$ cat config.mk
export PLATFORM = sky130hd
export DESIGN_NAME = cspc_top
export DESIGN_NICKNAME = d
export VERILOG_FILES = /design/src/hw/cspc_pkg.sv /design/src/hw/cspc_clk_if.sv /design/src/hw/cspc_srcsel.sv /design/src/hw/cspc_clkdiv.sv /design/src/hw/cspc_top.sv
export VERILOG_INCLUDE_DIRS = /design/src /design/src/hw
export SDC_FILE = /design/constraint.sdc
export NUM_CORES = 1
export LEC_CHECK = 0
export CORE_ASPECT_RATIO = 1.2
export CORE_MARGIN = 3
export CORE_UTILIZATION = 63
export DETAILED_ROUTE_END_ITERATION = 8
export DONT_BUFFER_PORTS = 1
export PLACE_DENSITY = 0.83
export SLEW_MARGIN = 10
export SYNTH_ARGS = -nofsm -noshare
export SYNTH_HDL_FRONTEND = slang
export SYNTH_SLANG_ARGS = --single-unit
$ cat constraint.sdc
create_clock -name clock_i -period 4 [get_ports clock_i]
set_input_delay 0.2 -clock clock_i [delete_from_list [all_inputs] [get_ports clock_i]]
set_output_delay 0.2 -clock clock_i [all_outputs]
set_load 0.005 [all_outputs]
$ cat src/hw/cspc_defines.svh
// constants of the clock source, prescaler and pll control block
`ifndef CSPC_DEFINES_SVH
`define CSPC_DEFINES_SVH
// register indexes, byte address is four times the index
`define CSPC_IDX_PLL 8'h49
`define CSPC_IDX_DIV 8'h61
`define CSPC_IDX_SRC 8'h50
`define CSPC_IDX_CFG 8'h51
`define CSPC_IDX_STA 8'h52
`define CSPC_IDX_TRIM 8'h53
// reset values and field codes
`define CSPC_RC_CFG_RST 4'h2
`define CSPC_DIV8_CODE 4'h3
`define CSPC_DIV_MAX 4'h8
`define CSPC_UNLOCK_BIT 8'h80
`define CSPC_UNLOCK_CYC 3'h4
`define CSPC_RESP_OK 2'h0
`define CSPC_RESP_ERR 2'h2
// fuse vector layout
`define CSPC_F_EXT 15
`define CSPC_F_SUT 14:13
`define CSPC_F_SOURCE_FUSE 12:9
`define CSPC_F_DIV8 8
`define CSPC_F_TRIM 7:0
// timing
`define CSPC_CLK_MHZ 125
`define CSPC_PLL_LOCK_US 2000
`define CSPC_PLL_LOCK_CYC (`CSPC_PLL_LOCK_US * `CSPC_CLK_MHZ)
`endif

$ cat src/hw/cspc_pkg.sv
// types of the clock source, prescaler and pll control block
package cspc_pkg;
	typedef enum logic [1:0] {CSPC_SS_RUN = 2'h1, CSPC_SS_ARM = 2'h2} cspc_sel_state_t;

	typedef struct packed {
		logic [1:0]      s1;
		logic [1:0]      s2;
		logic            cur;
		cspc_sel_state_t state;
		logic            out;
	} cspc_sel_st_t;

	typedef struct packed {
		logic       src_d;
		logic [3:0] code;
		logic [7:0] cnt;
		logic       out;
	} cspc_div_st_t;

	typedef struct packed {
		logic [1:0]  init_cnt;
		logic [15:0] fz1;
		logic [15:0] fz2;
		logic        aw_rdy;
		logic        w_rdy;
		logic        aw_got;
		logic        w_got;
		logic [7:0]  widx;
		logic [7:0]  wdat;
		logic        wlane;
		logic        bvalid;
		logic [1:0]  bresp;
		logic        ar_rdy;
		logic        rvalid;
		logic [7:0]  rdata;
		logic [1:0]  rresp;
		logic [1:0]  rc_sut;
		logic [1:0]  ext_sut;
		logic [1:0]  ext_app;
		logic        rc_on;
		logic        ext_on;
		logic        pick;
		logic        rc_en;
		logic [3:0]  rc_cfg;
		logic [3:0]  ext_cfg;
		logic [7:0]  trim;
		logic        unlock;
		logic [2:0]  unl_cnt;
		logic [3:0]  div_sel;
		logic        pll_halve;
		logic        pll_on;
		logic        pll_lock;
		logic [19:0] lock_cnt;
		logic [1:0]  rdy1;
		logic [1:0]  rdy2;
		logic        ps1;
		logic        ps2;
		logic [1:0]  run;
		logic        sys_clk;
	} cspc_top_st_t;
endpackage

$ cat src/hw/cspc_clk_if.sv
// clock path signals between control, source select and divider
`timescale 1ns/1ps
`default_nettype none
interface cspc_clk_if;
	logic       src_level;
	logic [3:0] div_sel;
	logic       div_level;
	modport sel_mp (output src_level);
	modport div_mp (input src_level, input div_sel, output div_level);
endinterface
`default_nettype wire

$ cat src/hw/cspc_srcsel.sv
// glitch-free oscillator source select
`timescale 1ns/1ps
`default_nettype none
module cspc_srcsel (
	input  wire logic  clock_i,
	input  wire logic  rst_n_i,
	input  wire logic  rc_clk_i,
	input  wire logic  ext_clk_i,
	input  wire logic  pick_i,
	cspc_clk_if.sel_mp cif
);
	cspc_pkg::cspc_sel_st_t st;
	cspc_pkg::cspc_sel_st_t nx;
	logic                   old_l;
	logic                   new_l;

	assign cif.src_level = st.out;

	always_comb begin
		nx = st;
		nx.s1 = {ext_clk_i, rc_clk_i};
		nx.s2 = st.s1;
		old_l = st.s2[st.cur];
		new_l = st.s2[pick_i];
		case (st.state)
			cspc_pkg::CSPC_SS_RUN: begin
				if (pick_i != st.cur && !old_l) begin // see [RULE26]
					nx.state = cspc_pkg::CSPC_SS_ARM;
					nx.out = 1'b0;
				end else begin
					nx.out = old_l;
				end
			end
			cspc_pkg::CSPC_SS_ARM: begin
				nx.out = 1'b0;
				if (!new_l) begin // see [RULE26]
					nx.cur = pick_i;
					nx.state = cspc_pkg::CSPC_SS_RUN;
				end
			end
			default: begin
				nx.state = cspc_pkg::CSPC_SS_RUN;
				nx.out = 1'b0;
			end
		endcase
	end

	always_ff @(posedge clock_i or negedge rst_n_i) begin
		if (!rst_n_i) begin
			st <= '{state: cspc_pkg::CSPC_SS_RUN, default: '0};
		end else begin
			st <= nx;
		end
	end
endmodule
`default_nettype wire

$ cat src/hw/cspc_clkdiv.sv
// glitch-free power-of-two system clock divider
`timescale 1ns/1ps
`default_nettype none
`include "cspc_defines.svh"
module cspc_clkdiv (
	input  wire logic  clock_i,
	input  wire logic  rst_n_i,
	cspc_clk_if.div_mp cif
);
	cspc_pkg::cspc_div_st_t st;
	cspc_pkg::cspc_div_st_t nx;
	logic [3:0]             n;
	logic [3:0]             pend;
	logic [3:0]             nn;
	logic [7:0]             mask;
	logic                   rise;
	logic                   wrap;

	// reserved codes divide as the largest legal code
	function automatic logic [3:0] eff(input logic [3:0] c);
		eff = (c > `CSPC_DIV_MAX) ? `CSPC_DIV_MAX : c; // see [RULE27]
	endfunction

	assign cif.div_level = st.out;

	always_comb begin
		nx = st;
		n = eff(st.code);
		pend = eff(cif.div_sel);
		mask = 8'((9'h001 << n) - 9'h001);
		rise = cif.src_level && !st.src_d;
		wrap = (n == 4'h0) || ((st.cnt & mask) == mask);
		nx.src_d = cif.src_level;
		if (rise) begin
			if (wrap && pend != n) begin // see [RULE25]
				nx.code = cif.div_sel;
				nx.cnt = 8'h00;
			end else begin
				nx.cnt = st.cnt + 8'h01;
			end
		end
		nn = eff(nx.code);
		nx.out = (nn == 4'h0) ? cif.src_level : nx.cnt[3'(nn - 4'h1)]; // see [RULE18]
	end

	always_ff @(posedge clock_i or negedge rst_n_i) begin
		if (!rst_n_i) begin
			st <= '0;
		end else begin
			st <= nx;
		end
	end
endmodule
`default_nettype wire

$ cat src/hw/cspc_top.sv
// clock source, prescaler and pll control with axi4-lite registers
//
// Notes on behaviour
// [RULE1] rc startup copy loaded once, read-only
// [RULE2] ext startup loaded from fuses, writable
// [RULE3] rc on bit enables rc oscillator
// [RULE4] ext on bit enables external oscillator
// [RULE5] source pick: one external, zero rc
// [RULE6] reset picks external when fuses say so
// [RULE7] software checks running flag before switching
// [RULE8] rc config resets to 0010, keep it
// [RULE9] ext config loads fuses, software may change
// [RULE10] running flags follow oscillator state
// [RULE11] reserved bits read zero
// [RULE12] trim loads factory value at reset
// [RULE13] trim top bit picks frequency range
// [RULE14] lower trim bits tune monotonically
// [RULE15] software avoids trim above 8.8 MHz
// [RULE16] unlock sets only on lone unlock write
// [RULE17] unlock clears after four cycles or write
// [RULE18] divider select divides by power of two
// [RULE19] divider resets to eight when fuse programmed
// [RULE20] any divider value accepted
// [RULE21] pll input halve sets prescaler
// [RULE22] pll on starts pll, enables rc when the pll source is rc
// [RULE23] pll lock sets after timer, clears off
// [RULE24] software unlocks then writes within four
// [RULE25] divider switches without short periods
// [RULE26] source switch without runt pulses
// [RULE27] reserved divider codes stored, largest division
`timescale 1ns/1ps
`default_nettype none
`include "cspc_defines.svh"
module cspc_top #(
	parameter int unsigned PLL_LOCK_CYC = `CSPC_PLL_LOCK_CYC
) (
	input  wire logic        clock_i,
	input  wire logic        rst_n_i,
	input  wire logic [11:0] s_axi_awaddr_i,
	input  wire logic        s_axi_awvalid_i,
	output logic             s_axi_awready_o,
	input  wire logic [31:0] s_axi_wdata_i,
	input  wire logic [3:0]  s_axi_wstrb_i,
	input  wire logic        s_axi_wvalid_i,
	output logic             s_axi_wready_o,
	output logic [1:0]       s_axi_bresp_o,
	output logic             s_axi_bvalid_o,
	input  wire logic        s_axi_bready_i,
	input  wire logic [11:0] s_axi_araddr_i,
	input  wire logic        s_axi_arvalid_i,
	output logic             s_axi_arready_o,
	output logic [31:0]      s_axi_rdata_o,
	output logic [1:0]       s_axi_rresp_o,
	output logic             s_axi_rvalid_o,
	input  wire logic        s_axi_rready_i,
	input  wire logic        fuse_ext_sel_i,
	input  wire logic [1:0]  startup_fuse_i,
	input  wire logic [3:0]  source_fuse_i,
	input  wire logic        div8_fuse_i,
	input  wire logic [7:0]  trim_factory_i,
	input  wire logic        rc_ready_i,
	input  wire logic        ext_ready_i,
	input  wire logic        rc_clk_i,
	input  wire logic        ext_clk_i,
	input  wire logic        pll_src_rc_i,
	output logic             rc_en_o,
	output logic             ext_en_o,
	output logic [1:0]       ext_startup_o,
	output logic [3:0]       rc_cfg_o,
	output logic [3:0]       ext_cfg_o,
	output logic [7:0]       trim_o,
	output logic             pll_en_o,
	output logic             pll_halve_o,
	output logic             sys_clk_o
);
	localparam logic [19:0] LOCK_LAST = 20'(PLL_LOCK_CYC - 1);
	localparam cspc_pkg::cspc_top_st_t RST_ST = '{rc_cfg: `CSPC_RC_CFG_RST, default: '0};

	cspc_pkg::cspc_top_st_t st;
	cspc_pkg::cspc_top_st_t nx;
	logic                   wr_fire;
	logic                   rd_take;
	logic [7:0]             ra_idx;
	logic                   ext_fz;

	// ----------------------------------------------------------------
	// address map
	// ----------------------------------------------------------------
	function automatic logic map_ok(input logic [7:0] idx);
		map_ok = (idx == `CSPC_IDX_PLL) || (idx == `CSPC_IDX_DIV) ||
			(idx == `CSPC_IDX_SRC) || (idx == `CSPC_IDX_CFG) ||
			(idx == `CSPC_IDX_STA) || (idx == `CSPC_IDX_TRIM);
	endfunction

	// ----------------------------------------------------------------
	// clock path
	// ----------------------------------------------------------------
	cspc_clk_if cif ();

	assign cif.div_sel = st.div_sel;

	cspc_srcsel u_sel (
		.clock_i   (clock_i),
		.rst_n_i   (rst_n_i),
		.rc_clk_i  (rc_clk_i),
		.ext_clk_i (ext_clk_i),
		.pick_i    (st.pick),
		.cif       (cif)
	);

	cspc_clkdiv u_div (
		.clock_i (clock_i),
		.rst_n_i (rst_n_i),
		.cif     (cif)
	);

	// ----------------------------------------------------------------
	// outputs
	// ----------------------------------------------------------------
	assign s_axi_awready_o = st.aw_rdy;
	assign s_axi_wready_o  = st.w_rdy;
	assign s_axi_bresp_o   = st.bresp;
	assign s_axi_bvalid_o  = st.bvalid;
	assign s_axi_arready_o = st.ar_rdy;
	assign s_axi_rdata_o   = {24'h000000, st.rdata};
	assign s_axi_rresp_o   = st.rresp;
	assign s_axi_rvalid_o  = st.rvalid;
	assign rc_en_o         = st.rc_en;
	assign ext_en_o        = st.ext_on;
	assign ext_startup_o   = st.ext_app;
	assign rc_cfg_o        = st.rc_cfg;
	assign ext_cfg_o       = st.ext_cfg;
	assign trim_o          = st.trim; // see [RULE13] see [RULE14]
	assign pll_en_o        = st.pll_on;
	assign pll_halve_o     = st.pll_halve;
	assign sys_clk_o       = st.sys_clk;

	// ----------------------------------------------------------------
	// next state
	// ----------------------------------------------------------------
	always_comb begin
		nx = st;
		wr_fire = 1'b0;
		rd_take = s_axi_arvalid_i && st.ar_rdy;
		ra_idx = s_axi_araddr_i[9:2];
		ext_fz = st.fz2[`CSPC_F_EXT];
		// pin synchronisers
		nx.fz1 = {fuse_ext_sel_i, startup_fuse_i, source_fuse_i, div8_fuse_i, trim_factory_i};
		nx.fz2 = st.fz1;
		nx.rdy1 = {rc_ready_i, ext_ready_i};
		nx.rdy2 = st.rdy1;
		nx.ps1 = pll_src_rc_i;
		nx.ps2 = st.ps1;
		nx.sys_clk = cif.div_level;
		// fuse load once the synchronised straps are settled
		if (st.init_cnt != 2'h3) begin
			nx.init_cnt = st.init_cnt + 2'h1;
		end
		if (st.init_cnt == 2'h2) begin
			nx.pick = ext_fz; // see [RULE6]
			nx.ext_on = ext_fz;
			nx.rc_on = !ext_fz;
			nx.rc_sut = ext_fz ? 2'h0 : st.fz2[`CSPC_F_SUT]; // see [RULE1]
			nx.ext_sut = ext_fz ? st.fz2[`CSPC_F_SUT] : 2'h0; // see [RULE2]
			nx.ext_app = nx.ext_sut;
			nx.ext_cfg = ext_fz ? st.fz2[`CSPC_F_SOURCE_FUSE] : 4'h0; // see [RULE9]
			nx.rc_cfg = `CSPC_RC_CFG_RST; // see [RULE8]
			nx.trim = st.fz2[`CSPC_F_TRIM]; // see [RULE12]
			nx.div_sel = st.fz2[`CSPC_F_DIV8] ? `CSPC_DIV8_CODE : 4'h0; // see [RULE19]
			nx.aw_rdy = 1'b1;
			nx.w_rdy = 1'b1;
			nx.ar_rdy = 1'b1;
		end
		// unlock window countdown
		if (st.unlock) begin
			if (st.unl_cnt == 3'h1) begin
				nx.unlock = 1'b0; // see [RULE17]
			end
			nx.unl_cnt = st.unl_cnt - 3'h1;
		end
		// pll lock timer
		if (!st.pll_on) begin
			nx.lock_cnt = 20'h00000;
			nx.pll_lock = 1'b0; // see [RULE23]
		end else if (st.lock_cnt == LOCK_LAST) begin
			nx.pll_lock = 1'b1; // see [RULE23]
		end else begin
			nx.lock_cnt = st.lock_cnt + 20'h00001;
		end
		// write address and data, taken in either order
		if (s_axi_awvalid_i && st.aw_rdy) begin
			nx.aw_rdy = 1'b0;
			nx.aw_got = 1'b1;
			nx.widx = s_axi_awaddr_i[9:2];
		end
		if (s_axi_wvalid_i && st.w_rdy) begin
			nx.w_rdy = 1'b0;
			nx.w_got = 1'b1;
			nx.wdat = s_axi_wdata_i[7:0];
			nx.wlane = s_axi_wstrb_i[0];
		end
		if (st.aw_got && st.w_got && !st.bvalid) begin
			wr_fire = 1'b1;
			nx.aw_got = 1'b0;
			nx.w_got = 1'b0;
			nx.bvalid = 1'b1;
			nx.bresp = map_ok(st.widx) ? `CSPC_RESP_OK : `CSPC_RESP_ERR;
			if (st.wlane) begin
				if (st.widx == `CSPC_IDX_SRC) begin
					nx.ext_sut = st.wdat[5:4]; // see [RULE2]
					nx.rc_on = st.wdat[3]; // see [RULE3]
					nx.ext_on = st.wdat[2]; // see [RULE4]
					nx.pick = st.wdat[0]; // see [RULE5]
				end else if (st.widx == `CSPC_IDX_CFG) begin
					nx.rc_cfg = st.wdat[7:4]; // see [RULE8]
					nx.ext_cfg = st.wdat[3:0]; // see [RULE9]
				end else if (st.widx == `CSPC_IDX_TRIM) begin
					nx.trim = st.wdat; // see [RULE12]
				end else if (st.widx == `CSPC_IDX_DIV) begin
					if (st.wdat == `CSPC_UNLOCK_BIT) begin
						if (!st.unlock) begin // see [RULE16]
							nx.unlock = 1'b1;
							nx.unl_cnt = `CSPC_UNLOCK_CYC;
						end
					end else if (st.unlock && !st.wdat[7]) begin
						nx.div_sel = st.wdat[3:0]; // see [RULE20] see [RULE27]
						nx.unlock = 1'b0; // see [RULE17]
					end
				end else if (st.widx == `CSPC_IDX_PLL) begin
					nx.pll_halve = st.wdat[2]; // see [RULE21]
					nx.pll_on = st.wdat[1]; // see [RULE22]
				end
			end
		end
		if (st.bvalid && s_axi_bready_i) begin
			nx.bvalid = 1'b0;
			nx.aw_rdy = 1'b1;
			nx.w_rdy = 1'b1;
		end
		// external startup value takes effect at each start
		if (!st.ext_on && nx.ext_on) begin
			nx.ext_app = nx.ext_sut; // see [RULE2]
		end
		nx.rc_en = nx.rc_on | (nx.pll_on & st.ps2); // see [RULE22] see [RULE3]
		nx.run = st.rdy2 & {st.rc_en, st.ext_on}; // see [RULE10]
		// read channel
		if (rd_take) begin
			nx.ar_rdy = 1'b0;
			nx.rvalid = 1'b1;
			nx.rresp = map_ok(ra_idx) ? `CSPC_RESP_OK : `CSPC_RESP_ERR;
			if (ra_idx == `CSPC_IDX_SRC) begin
				nx.rdata = {st.rc_sut, st.ext_sut, st.rc_on, st.ext_on, 1'b0, st.pick};
			end else if (ra_idx == `CSPC_IDX_CFG) begin
				nx.rdata = {st.rc_cfg, st.ext_cfg};
			end else if (ra_idx == `CSPC_IDX_STA) begin
				nx.rdata = {6'h00, st.run}; // see [RULE11] see [RULE10]
			end else if (ra_idx == `CSPC_IDX_TRIM) begin
				nx.rdata = st.trim;
			end else if (ra_idx == `CSPC_IDX_DIV) begin
				nx.rdata = {st.unlock, 3'h0, st.div_sel}; // see [RULE11]
			end else if (ra_idx == `CSPC_IDX_PLL) begin
				nx.rdata = {5'h00, st.pll_halve, st.pll_on, st.pll_lock}; // see [RULE11]
			end else begin
				nx.rdata = 8'h00;
			end
		end
		if (st.rvalid && s_axi_rready_i) begin
			nx.rvalid = 1'b0;
			nx.ar_rdy = 1'b1;
		end
	end

	// ----------------------------------------------------------------
	// state register
	// ----------------------------------------------------------------
	always_ff @(posedge clock_i or negedge rst_n_i) begin
		if (!rst_n_i) begin
			st <= RST_ST;
		end else begin
			st <= nx;
		end
	end
endmodule
`default_nettype wire

======== Word level (Yosys, flattened, before mapping) ========
Index checks and enable logic that the tools add are counted.
word-level totals
  register bits after elaboration ......... 158
  input bits .............................. 88
  output and inout port bits .............. 64
  logic and storage cells ................. 210
cells by class
  add/subtract/negate cells ............... 6
  magnitude comparators ................... 6
  equality and inequality tests ........... 26
  shifts and indexed selects .............. 1
  multiplexer cells ....................... 72
  bitwise operators ....................... 9
  reduce and logical (&&, ||, !) cells .... 42
operator list
  kind                                                   number
  equality test 8 x 7 -> 1 bit, second input constant    12
  2-to-1 mux 26 bit                                      3
  2-to-1 mux 8 bit                                       9
  2-to-1 mux 4 bit                                       10
  2-to-1 mux 2 bit                                       17
  2-to-1 mux 12 bit                                      2
  2-to-1 mux 21 bit                                      1
  adder 20 x 1 -> 20 bit, second input constant          1
  equality test 20 x 18 -> 1 bit, second input constant  1
  2-to-1 mux 20 bit                                      1
  2-to-1 mux 18 bit                                      1
  2-to-1 mux 3 bit                                       6
  2-to-1 mux 1 bit                                       17
  2-to-1 mux 16 bit                                      1
  greater-than comparator 4 bit, second input constant   3
  logical AND 1 bit                                      12
  logical OR 1 bit                                       11
  2-to-1 mux 10 bit                                      1
  nonzero test 2 bit                                     5
  nonzero test 3 bit                                     3
  adder 8 x 1 -> 8 bit, second input constant            1
  AND 8 bit                                              1
  equality test 8 bit                                    1
  equality test 8 bit, second input constant             1
  other kinds (24)                                       41

======== Logic depth before layout (Yosys ltp) ========
Gate-level depths: netlist of run 1.
  depth after elaboration ................. 16
  mapped depth ............................ 19
  depth with buffers taken out ............ 16

======== By module ========
A second synthesis of run 1 with hierarchy kept.
second synthesis, totals
  cell total of the unflattened synthesis .. 697
  area, all modules ....................... 7485.9 um^2
modules (own cells, without submodules)
  module       times used  cells an instance  area each (um^2)  seq. area each (um^2)
  cspc_top     1           534                6010.8            3354.5
  cspc_clkdiv  1           140                1168.6            350.3
  cspc_srcsel  1           23                 306.5             201.4

======== Worst setup path before layout of run 1 ========
OpenSTA, ideal clock, no wires.
  path kind ............................... reg-to-reg
  start ................................... register u_div.st[12] (netlist bit)
  end ..................................... register u_div.st, in the netlist u_div.cif.div_level
  library setup time ...................... 0.099 ns
  arrival ................................. 3.604 ns
  data required time ...................... 3.901 ns
  slack ................................... 0.296 ns
  cell stages (with the launch flop) ...... 20
  path buffers ............................ 3
  clock period less this slack ............ 3.704 ns
  cell sequence ........................... dfrtp_1 > buf_2 > nor2b_1 > clkbuf_1 > nand2_1 > ha_1 > or2_2 > o2111ai_1 > a221o_1 > a2111oi_4 > clkbuf_1 > nand2_1 > o21ai_0 > nand2b_1 > ha_1 > nor3b_1 > mux2i_1 > o31ai_1 > a211oi_2 > a311oi_1
RTL lines
  what                      line               RTL
  start: declaration        cspc_clkdiv.sv:10  cspc_pkg::cspc_div_st_t st;
  start signal: assignment  cspc_clkdiv.sv:50  st <= nx;

==> results of run 1 <==
==> through the flow <==
| step | worst slack (ps) | util |
|---|---|---|
| after floorplan | 296.1 | - |
| after global placement | 463.5 | 0.6433 |
| after CTS | 315.6 | 0.7403 |
| final | 368.5 | 0.7417 |
| after global routing | 36.66 | 0.7417 |
| after detailed placement | 346.4 | 0.6433 |
==> power by group <==
group	total (mW)	switching [mW]	internal, mW	leakage, nW
Sequential	2.08	0.283	1.80	1.94
Combinational	0.774	0.389	0.385	1.24
Clock	1.58	0.742	0.841	0.292
Total	4.44	1.41	3.03	3.47
==> worst max-delay path: stages (launching register included) <==
cell	delay, ps
dfrtp_1	510
nor2_1	200
nand2_1	150
ha_1	310
or2_2	100
o2111ai_1	100
a221o_1	330
a2111oi_4	450
buf_4	190
mux2i_1	240
ha_1	240
nor3b_1	220
mux2i_1	150
o31ai_1	110
a211oi_2	50
a311oi_1	190
==> worst min path at each step <==
stage,start,end,depth (start not counted)
after floorplan,rst_n_i,cif.div_sel[0]$_DFF_PN0_,0
after global placement,rst_n_i,u_div.st[5]$_DFF_PN0_,0
after detailed placement,rst_n_i,u_div.st[7]$_DFF_PN0_,0
after CTS,s_axi_araddr_i[2],s_axi_rdata_o[5]$_DFFE_PN0P_,2
after global routing,s_axi_araddr_i[2],s_axi_rdata_o[4]$_DFFE_PN0P_,2
final,s_axi_araddr_i[2],s_axi_rdata_o[5]$_DFFE_PN0P_,2
==> cell families after synthesis <==
family / after synthesis / synth area share
AOI/OAI and AO/OA: 107 / 0.09609
adders and majority gates: 9 / 0.01578
muxes: 56 / 0.08469
buffers and inverters: 93 / 0.07873
other: 1 / 0.0005255
xor gates and xnor gates: 28 / 0.03437
and+or+nand+nor: 201 / 0.1424
DFF: 156 / 0.5474
==> placed cells by master, fill, tap and decap left out, drive strengths merged, types with 7 or more instances in the layout <==
cell type / n
clkinv: 7
and2: 20
clkbuf: 17
nor2: 41
mux2i: 21
conb: 26
xnor2: 22
nor2b: 7
o21ai: 49
nand3: 15
ha: 9
mux2: 35
dlygate4sd3: 42
inv: 27
nand2b: 13
nand2: 62
buf: 7
a21oi: 14
a22oi: 9
dfrtp: 154
==> per-layer routing <==
metal / routed length, um / share of wire
met1: 5920 / 0.37
met5: 0 / 0
met4: 515 / 0.032
met3: 1289 / 0.080
met2: 8391 / 0.52
==> flip-flops by register name, indices dropped and copies added (netlist names), 2 cells and up <==
name / cells
cif.div_sel: 4
ext_cfg_o: 4
ext_startup_o: 2
nx: 19
rc_cfg_o: 4
s_axi_rdata_o: 8
st: 72
trim_o: 8
u_div.st: 13
u_sel.nx: 2
u_sel.st: 5
==> what timing repair did <==
action | 4_1_cts | 5_1_grt
endpoints found under the setup margin | 0 | 1
gates resized for setup | 0 | 0
hold buffers | 43 | 0
setup buffers | 0 | 2
endpoints found under the hold margin | 200 | 0
==> layout make-up <==
type	count	area [um2]
fill	658	2783
inverter	19	71.32
clock buffer	17	425.4
sequential	156	3906
tap	129	161.4
timing repair buffer	49	493.0
multi-input combinational	427	2761
clock inverter	15	171.4
==> impl_metrics.json, run 1 <==
{
  "status": "completed",
  "period_needed_ps": 3632,
  "final_nets": 767,
  "htreeDepth": 4,
  "final_cells": 812,
  "async_reset_ff_frac": 1.000,
  "r2r_end": "u_div.cif.div_level$_DFF_PN0_",
  "fin_skew_ps": 14.58,
  "hold_path_class": "in2reg",
  "post-place-cells": 735,
  "leakage_nw": 3.468,
  "grt_usage": 0.2685,
  "syn_inst": 651,
  "synth-seq-area-share": 0.5474,
  "port-buffer-count": 0,
  "syn_area_um2": 7136,
  "cap_violations": 0,
  "dr.first_iter.drc_count": 302,
  "avgSynthCellArea_um2": 10.96,
  "cts_root_buf": "clkbuf_16",
  "fp.dieArea_um2": 12640,
  "hpwlAfterDp_mm": 9.909,
  "slew_viol_final": 0,
  "synth.most_common_cell": "dfrtp_1",
  "fmax_mhz": 275.4,
  "dr.pass1.iters": 5,
  "ys_warn_count": 0,
  "die_w_um": 103.2,
  "cts_num_sinks": 156,
  "wirelength_mm": 16.12,
  "synth_top_area_share": 0.5401,
  "ys.flop_type": "dfrtp_1",
  "ys_ff_latch": 156,
  "r2r_start": "u_div.st[11]$_DFF_PN0_",
  "synth_edf_count": 0,
  "rsz0062_at_grt": "false",
  "dr_total_vias": 4822,
  "path_class": "reg2reg",
  "use_met2": 0.4530,
  "setup_viol": 0,
  "start_kind": "register",
  "layout-drive-gt1-share": 0.1201,
  "place_area_um2": 6930,
  "start_util": 0.6624,
  "grt_util_met1": 0.3045,
  "clkLatencyLatePin_ps": 430,
  "synth_area_leader_cell": "dfrtp_1",
  "synth.area.top_cells": "dfrtp_1 54%, buf_4 5.7%, mux2_2 5.5%, o21ai_0 3.4%, nand2_1 3.3%",
  "irDropWorstVdd_v": 0.0004801,
  "hold_viol": 0,
  "rows": 41,
  "drc": 0,
  "ys_top_cells_by_count": "154 x dfrtp_1, 62 x nand2_1, 54 x buf_4",
  "relSlewSlack": 0.3094,
  "grt-ovfl-total": 0,
  "grt_pass1_vias": 4969,
  "endpoint_kind": "register",
  "clk_pin_slew_worst_paths_ps": 70,
  "hold_ws_ps": 11.99,
  "numCtsBuffers": 17,
  "wl_per_cell_um": 19.85,
  "num_antenna_cells": 0,
  "finalCritPeriodShare": 0.9079,
  "ys_types": 52,
  "avgViaCountPerCell": 5.938,
  "power_mw": 4.442,
  "worstPathArrival_ps": 3960,
  "rrSetupSlack_ps": 370,
  "clk_path_buf_depth": 2,
  "reg2regPathDepth": 15,
  "critPathRequiredTime_ps": 4330,
  "grt_max_degree": 157,
  "finalInstanceArea_um2": 7990,
  "syn_to_final_growth_pct": 11.98,
  "cp_max_fo": 10,
  "tightest_slew_ps": 1032,
  "crit_end": "u_div.cif.div_level$_DFF_PN0_",
  "gp_congestion": 0.8310,
  "antenna_found_initial": 0,
  "grt-busiest-layer": "met2",
  "ios": 152,
  "detail-route-antenna-nets": 0,
  "die_h_um": 122.6,
  "coreArea_um2": 10770,
  "grt_pass1_wl_mm": 25.37,
  "setup_tns_ps": 0,
  "met3_usage": 0.09949,
  "critPathLaunch": "u_div.st[11]$_DFF_PN0_",
  "power_density_nw_per_um2": 555.9,
  "cts_tree": "yes"
}
Power figures use the tool's default switching activity.
==> run 2, diff against run 1 <==
--- a/config.mk
+++ b/config.mk
@@ -8,11 +8,12 @@
 export LEC_CHECK = 0
 export CORE_ASPECT_RATIO = 1.2
 export CORE_MARGIN = 3
-export CORE_UTILIZATION = 63
+export CORE_UTILIZATION = 68
 export DETAILED_ROUTE_END_ITERATION = 8
 export DONT_BUFFER_PORTS = 1
-export PLACE_DENSITY = 0.83
+export PLACE_DENSITY = 0.88
 export SLEW_MARGIN = 10
 export SYNTH_ARGS = -nofsm -noshare
 export SYNTH_HDL_FRONTEND = slang
 export SYNTH_SLANG_ARGS = --single-unit
+export TNS_END_PERCENT = 50
==> constraint.sdc (replaced) <==
create_clock -name clock_i -period 4.5 [get_ports clock_i]
set_input_delay 0.225 -clock clock_i [delete_from_list [all_inputs] [get_ports clock_i]]
set_output_delay 0.225 -clock clock_i [all_outputs]
set_load 0.005 [all_outputs]
==> run 2 against run 1 <==
Count of clock-buffer cells in the layout unchanged. Non-clock buffer count shrank 4. Wire length rose by 16%. Sequential share of layout area down 0.25 points. Clock power increased by 4%. Maximum frequency shrank 4.8%. Critical path type unchanged.
==> impl_metrics.json, run 2 (synthesis gave the netlist of run 1 again) <==
{
  "status": "completed",
  "worstPathArrival_ps": 4130,
  "relSlewSlack": 0.3009,
  "start_kind": "register",
  "hold_viol": 0,
  "irDropWorstVdd_v": 0.0004425,
  "htreeDepth": 4,
  "tightest_slew_ps": 1045,
  "grt_pass1_wl_mm": 29.50,
  "layout-drive-gt1-share": 0.1163,
  "power_density_nw_per_um2": 526.5,
  "avgViaCountPerCell": 6.473,
  "period_needed_ps": 3816,
  "cts_root_buf": "clkbuf_16",
  "coreArea_um2": 10110,
  "grt_max_degree": 157,
  "start_util": 0.7058,
  "setup_viol": 0,
  "rows": 40,
  "dr_total_vias": 5224,
  "finalCritPeriodShare": 0.8481,
  "detail-route-antenna-nets": 0,
  "syn_to_final_growth_pct": 12.55,
  "wirelength_mm": 18.75,
  "path_class": "reg2reg",
  "critPathRequiredTime_ps": 4820,
  "grt_pass1_vias": 5466,
  "fp.dieArea_um2": 11760,
  "hpwlAfterDp_mm": 10.35,
  "setup_tns_ps": 0,
  "cts_tree": "yes",
  "die_w_um": 99.51,
  "cap_violations": 0,
  "antenna_found_initial": 1,
  "gp_congestion": 0.9115,
  "wl_per_cell_um": 23.23,
  "rsz0062_at_grt": "false",
  "leakage_nw": 3.482,
  "numCtsBuffers": 17,
  "post_cts.repair.setup_buffers": 0,
  "dr.pass1.iters": 5,
  "port-buffer-count": 0,
  "fin_skew_ps": 15.09,
  "final_common_cell": "dfrtp_1",
  "dr.first_iter.drc_count": 471,
  "grt-ovfl-total": 0,
  "largest_register": "st",
  "die_h_um": 118.2,
  "drc": 0,
  "holdBufCountCts": 42,
  "clk_path_buf_depth": 2,
  "grt_usage": 0.3292,
  "ios": 152,
  "fmax_mhz": 262.0,
  "hold_path_class": "in2reg",
  "largest_reg_flops": 72,
  "cts_num_sinks": 156,
  "cp_max_fo": 14,
  "cts_resized": 0,
  "final_core_util": 0.7944,
  "final_nets": 763,
  "endpoint_kind": "register",
  "layout_common_cells": "154 x dfrtp_1, 62 x nand2_1, 49 x o21ai_0",
  "clkLatencyLatePin_ps": 440,
  "clk_pin_slew_worst_paths_ps": 60,
  "slew_viol_final": 0
}
## run 2: cell count changes in the layout (fill, tap and decap cells not counted), sizes merged
cell	delta
clkinv	-7
bufinv	+5
buf	-3
diode	+2
clkinvlp	+1
dlygate4sd3	-1
inv	+1
## run 2: area by class of cell
type / count / area, um2
flip-flops and latches: 156 / 3906
multi-input cells: 427 / 2761
fillers: 528 / 2078
repair buffers: 45 / 460.4
clock buffers: 17 / 425.4
clock inverters: 15 / 244.0
well taps: 126 / 157.7
inverters: 19 / 71.32
diodes: 2 / 5.005
## run 2: worst paths after layout
path                       slack (ps)  cells past startpoint                             to                   from
max in group asynchronous        3480                      2             st[28]$_DFFE_PN0P_                rst_n_i
min reg2reg                       350                      0              st[110]$_DFF_PN0_      nx[110]$_DFF_PN0_
max reg2reg                       680                     16  u_div.cif.div_level$_DFF_PN0_  u_div.st[9]$_DFF_PN0_
max                               680                     16  u_div.cif.div_level$_DFF_PN0_  u_div.st[9]$_DFF_PN0_
min in group asynchronous         460                      2          u_div.st[2]$_DFF_PN0_                rst_n_i
min                                30                      3   s_axi_rdata_o[0]$_DFFE_PN0P_      s_axi_araddr_i[2]
## run 2: worst max-delay path, stage by stage (launching register included)
cell and delay (ps):
dfrtp_1 470, nor2b_1 180, buf_4 160, nand2_1 60, ha_1 260, or2_2 90
o2111ai_1 100, a221o_1 330, a2111oi_4 440, buf_4 290, mux2i_1 280, ha_1 240
nor3b_1 220, mux2i_1 170, o31ai_1 110, a211oi_2 60, a311oi_1 240
## run 2: routing by layer
metal  vias up  part of all wire  track usage
met4         0             0.057       0.1708
met3       109             0.099       0.1045
met1      2547              0.35       0.3821
li1       2196                 -            -
met5         -                 0            0
met2       372              0.49       0.5433
## run 2: power by group
group | switching (mW) | internal [mW]
logic | 0.370 | 0.335
clock network | 0.641 | 1.01
registers | 0.274 | 1.60
total | 1.28 | 2.94
## run 2: through the flow
| stage | hold slack [ps] | power, mW | cells | setup WS (ps) | cell area, um2 |
|---|---|---|---|---|---|
| after floorplan | -70.59 | 2.326 | 676 | 796.1 | 7229 |
| after detailed placement | -63.57 | 2.455 | 731 | 762.1 | 6919 |
| after global routing | 24.25 | 4.377 | 806 | 328.0 | 8029 |
| final | 29.86 | 4.228 | 807 | 683.7 | 8031 |
| after CTS | 9.262 | 4.154 | 805 | 704.5 | 8026 |
| after global placement | -63.09 | 2.401 | 731 | 892.0 | 6919 |
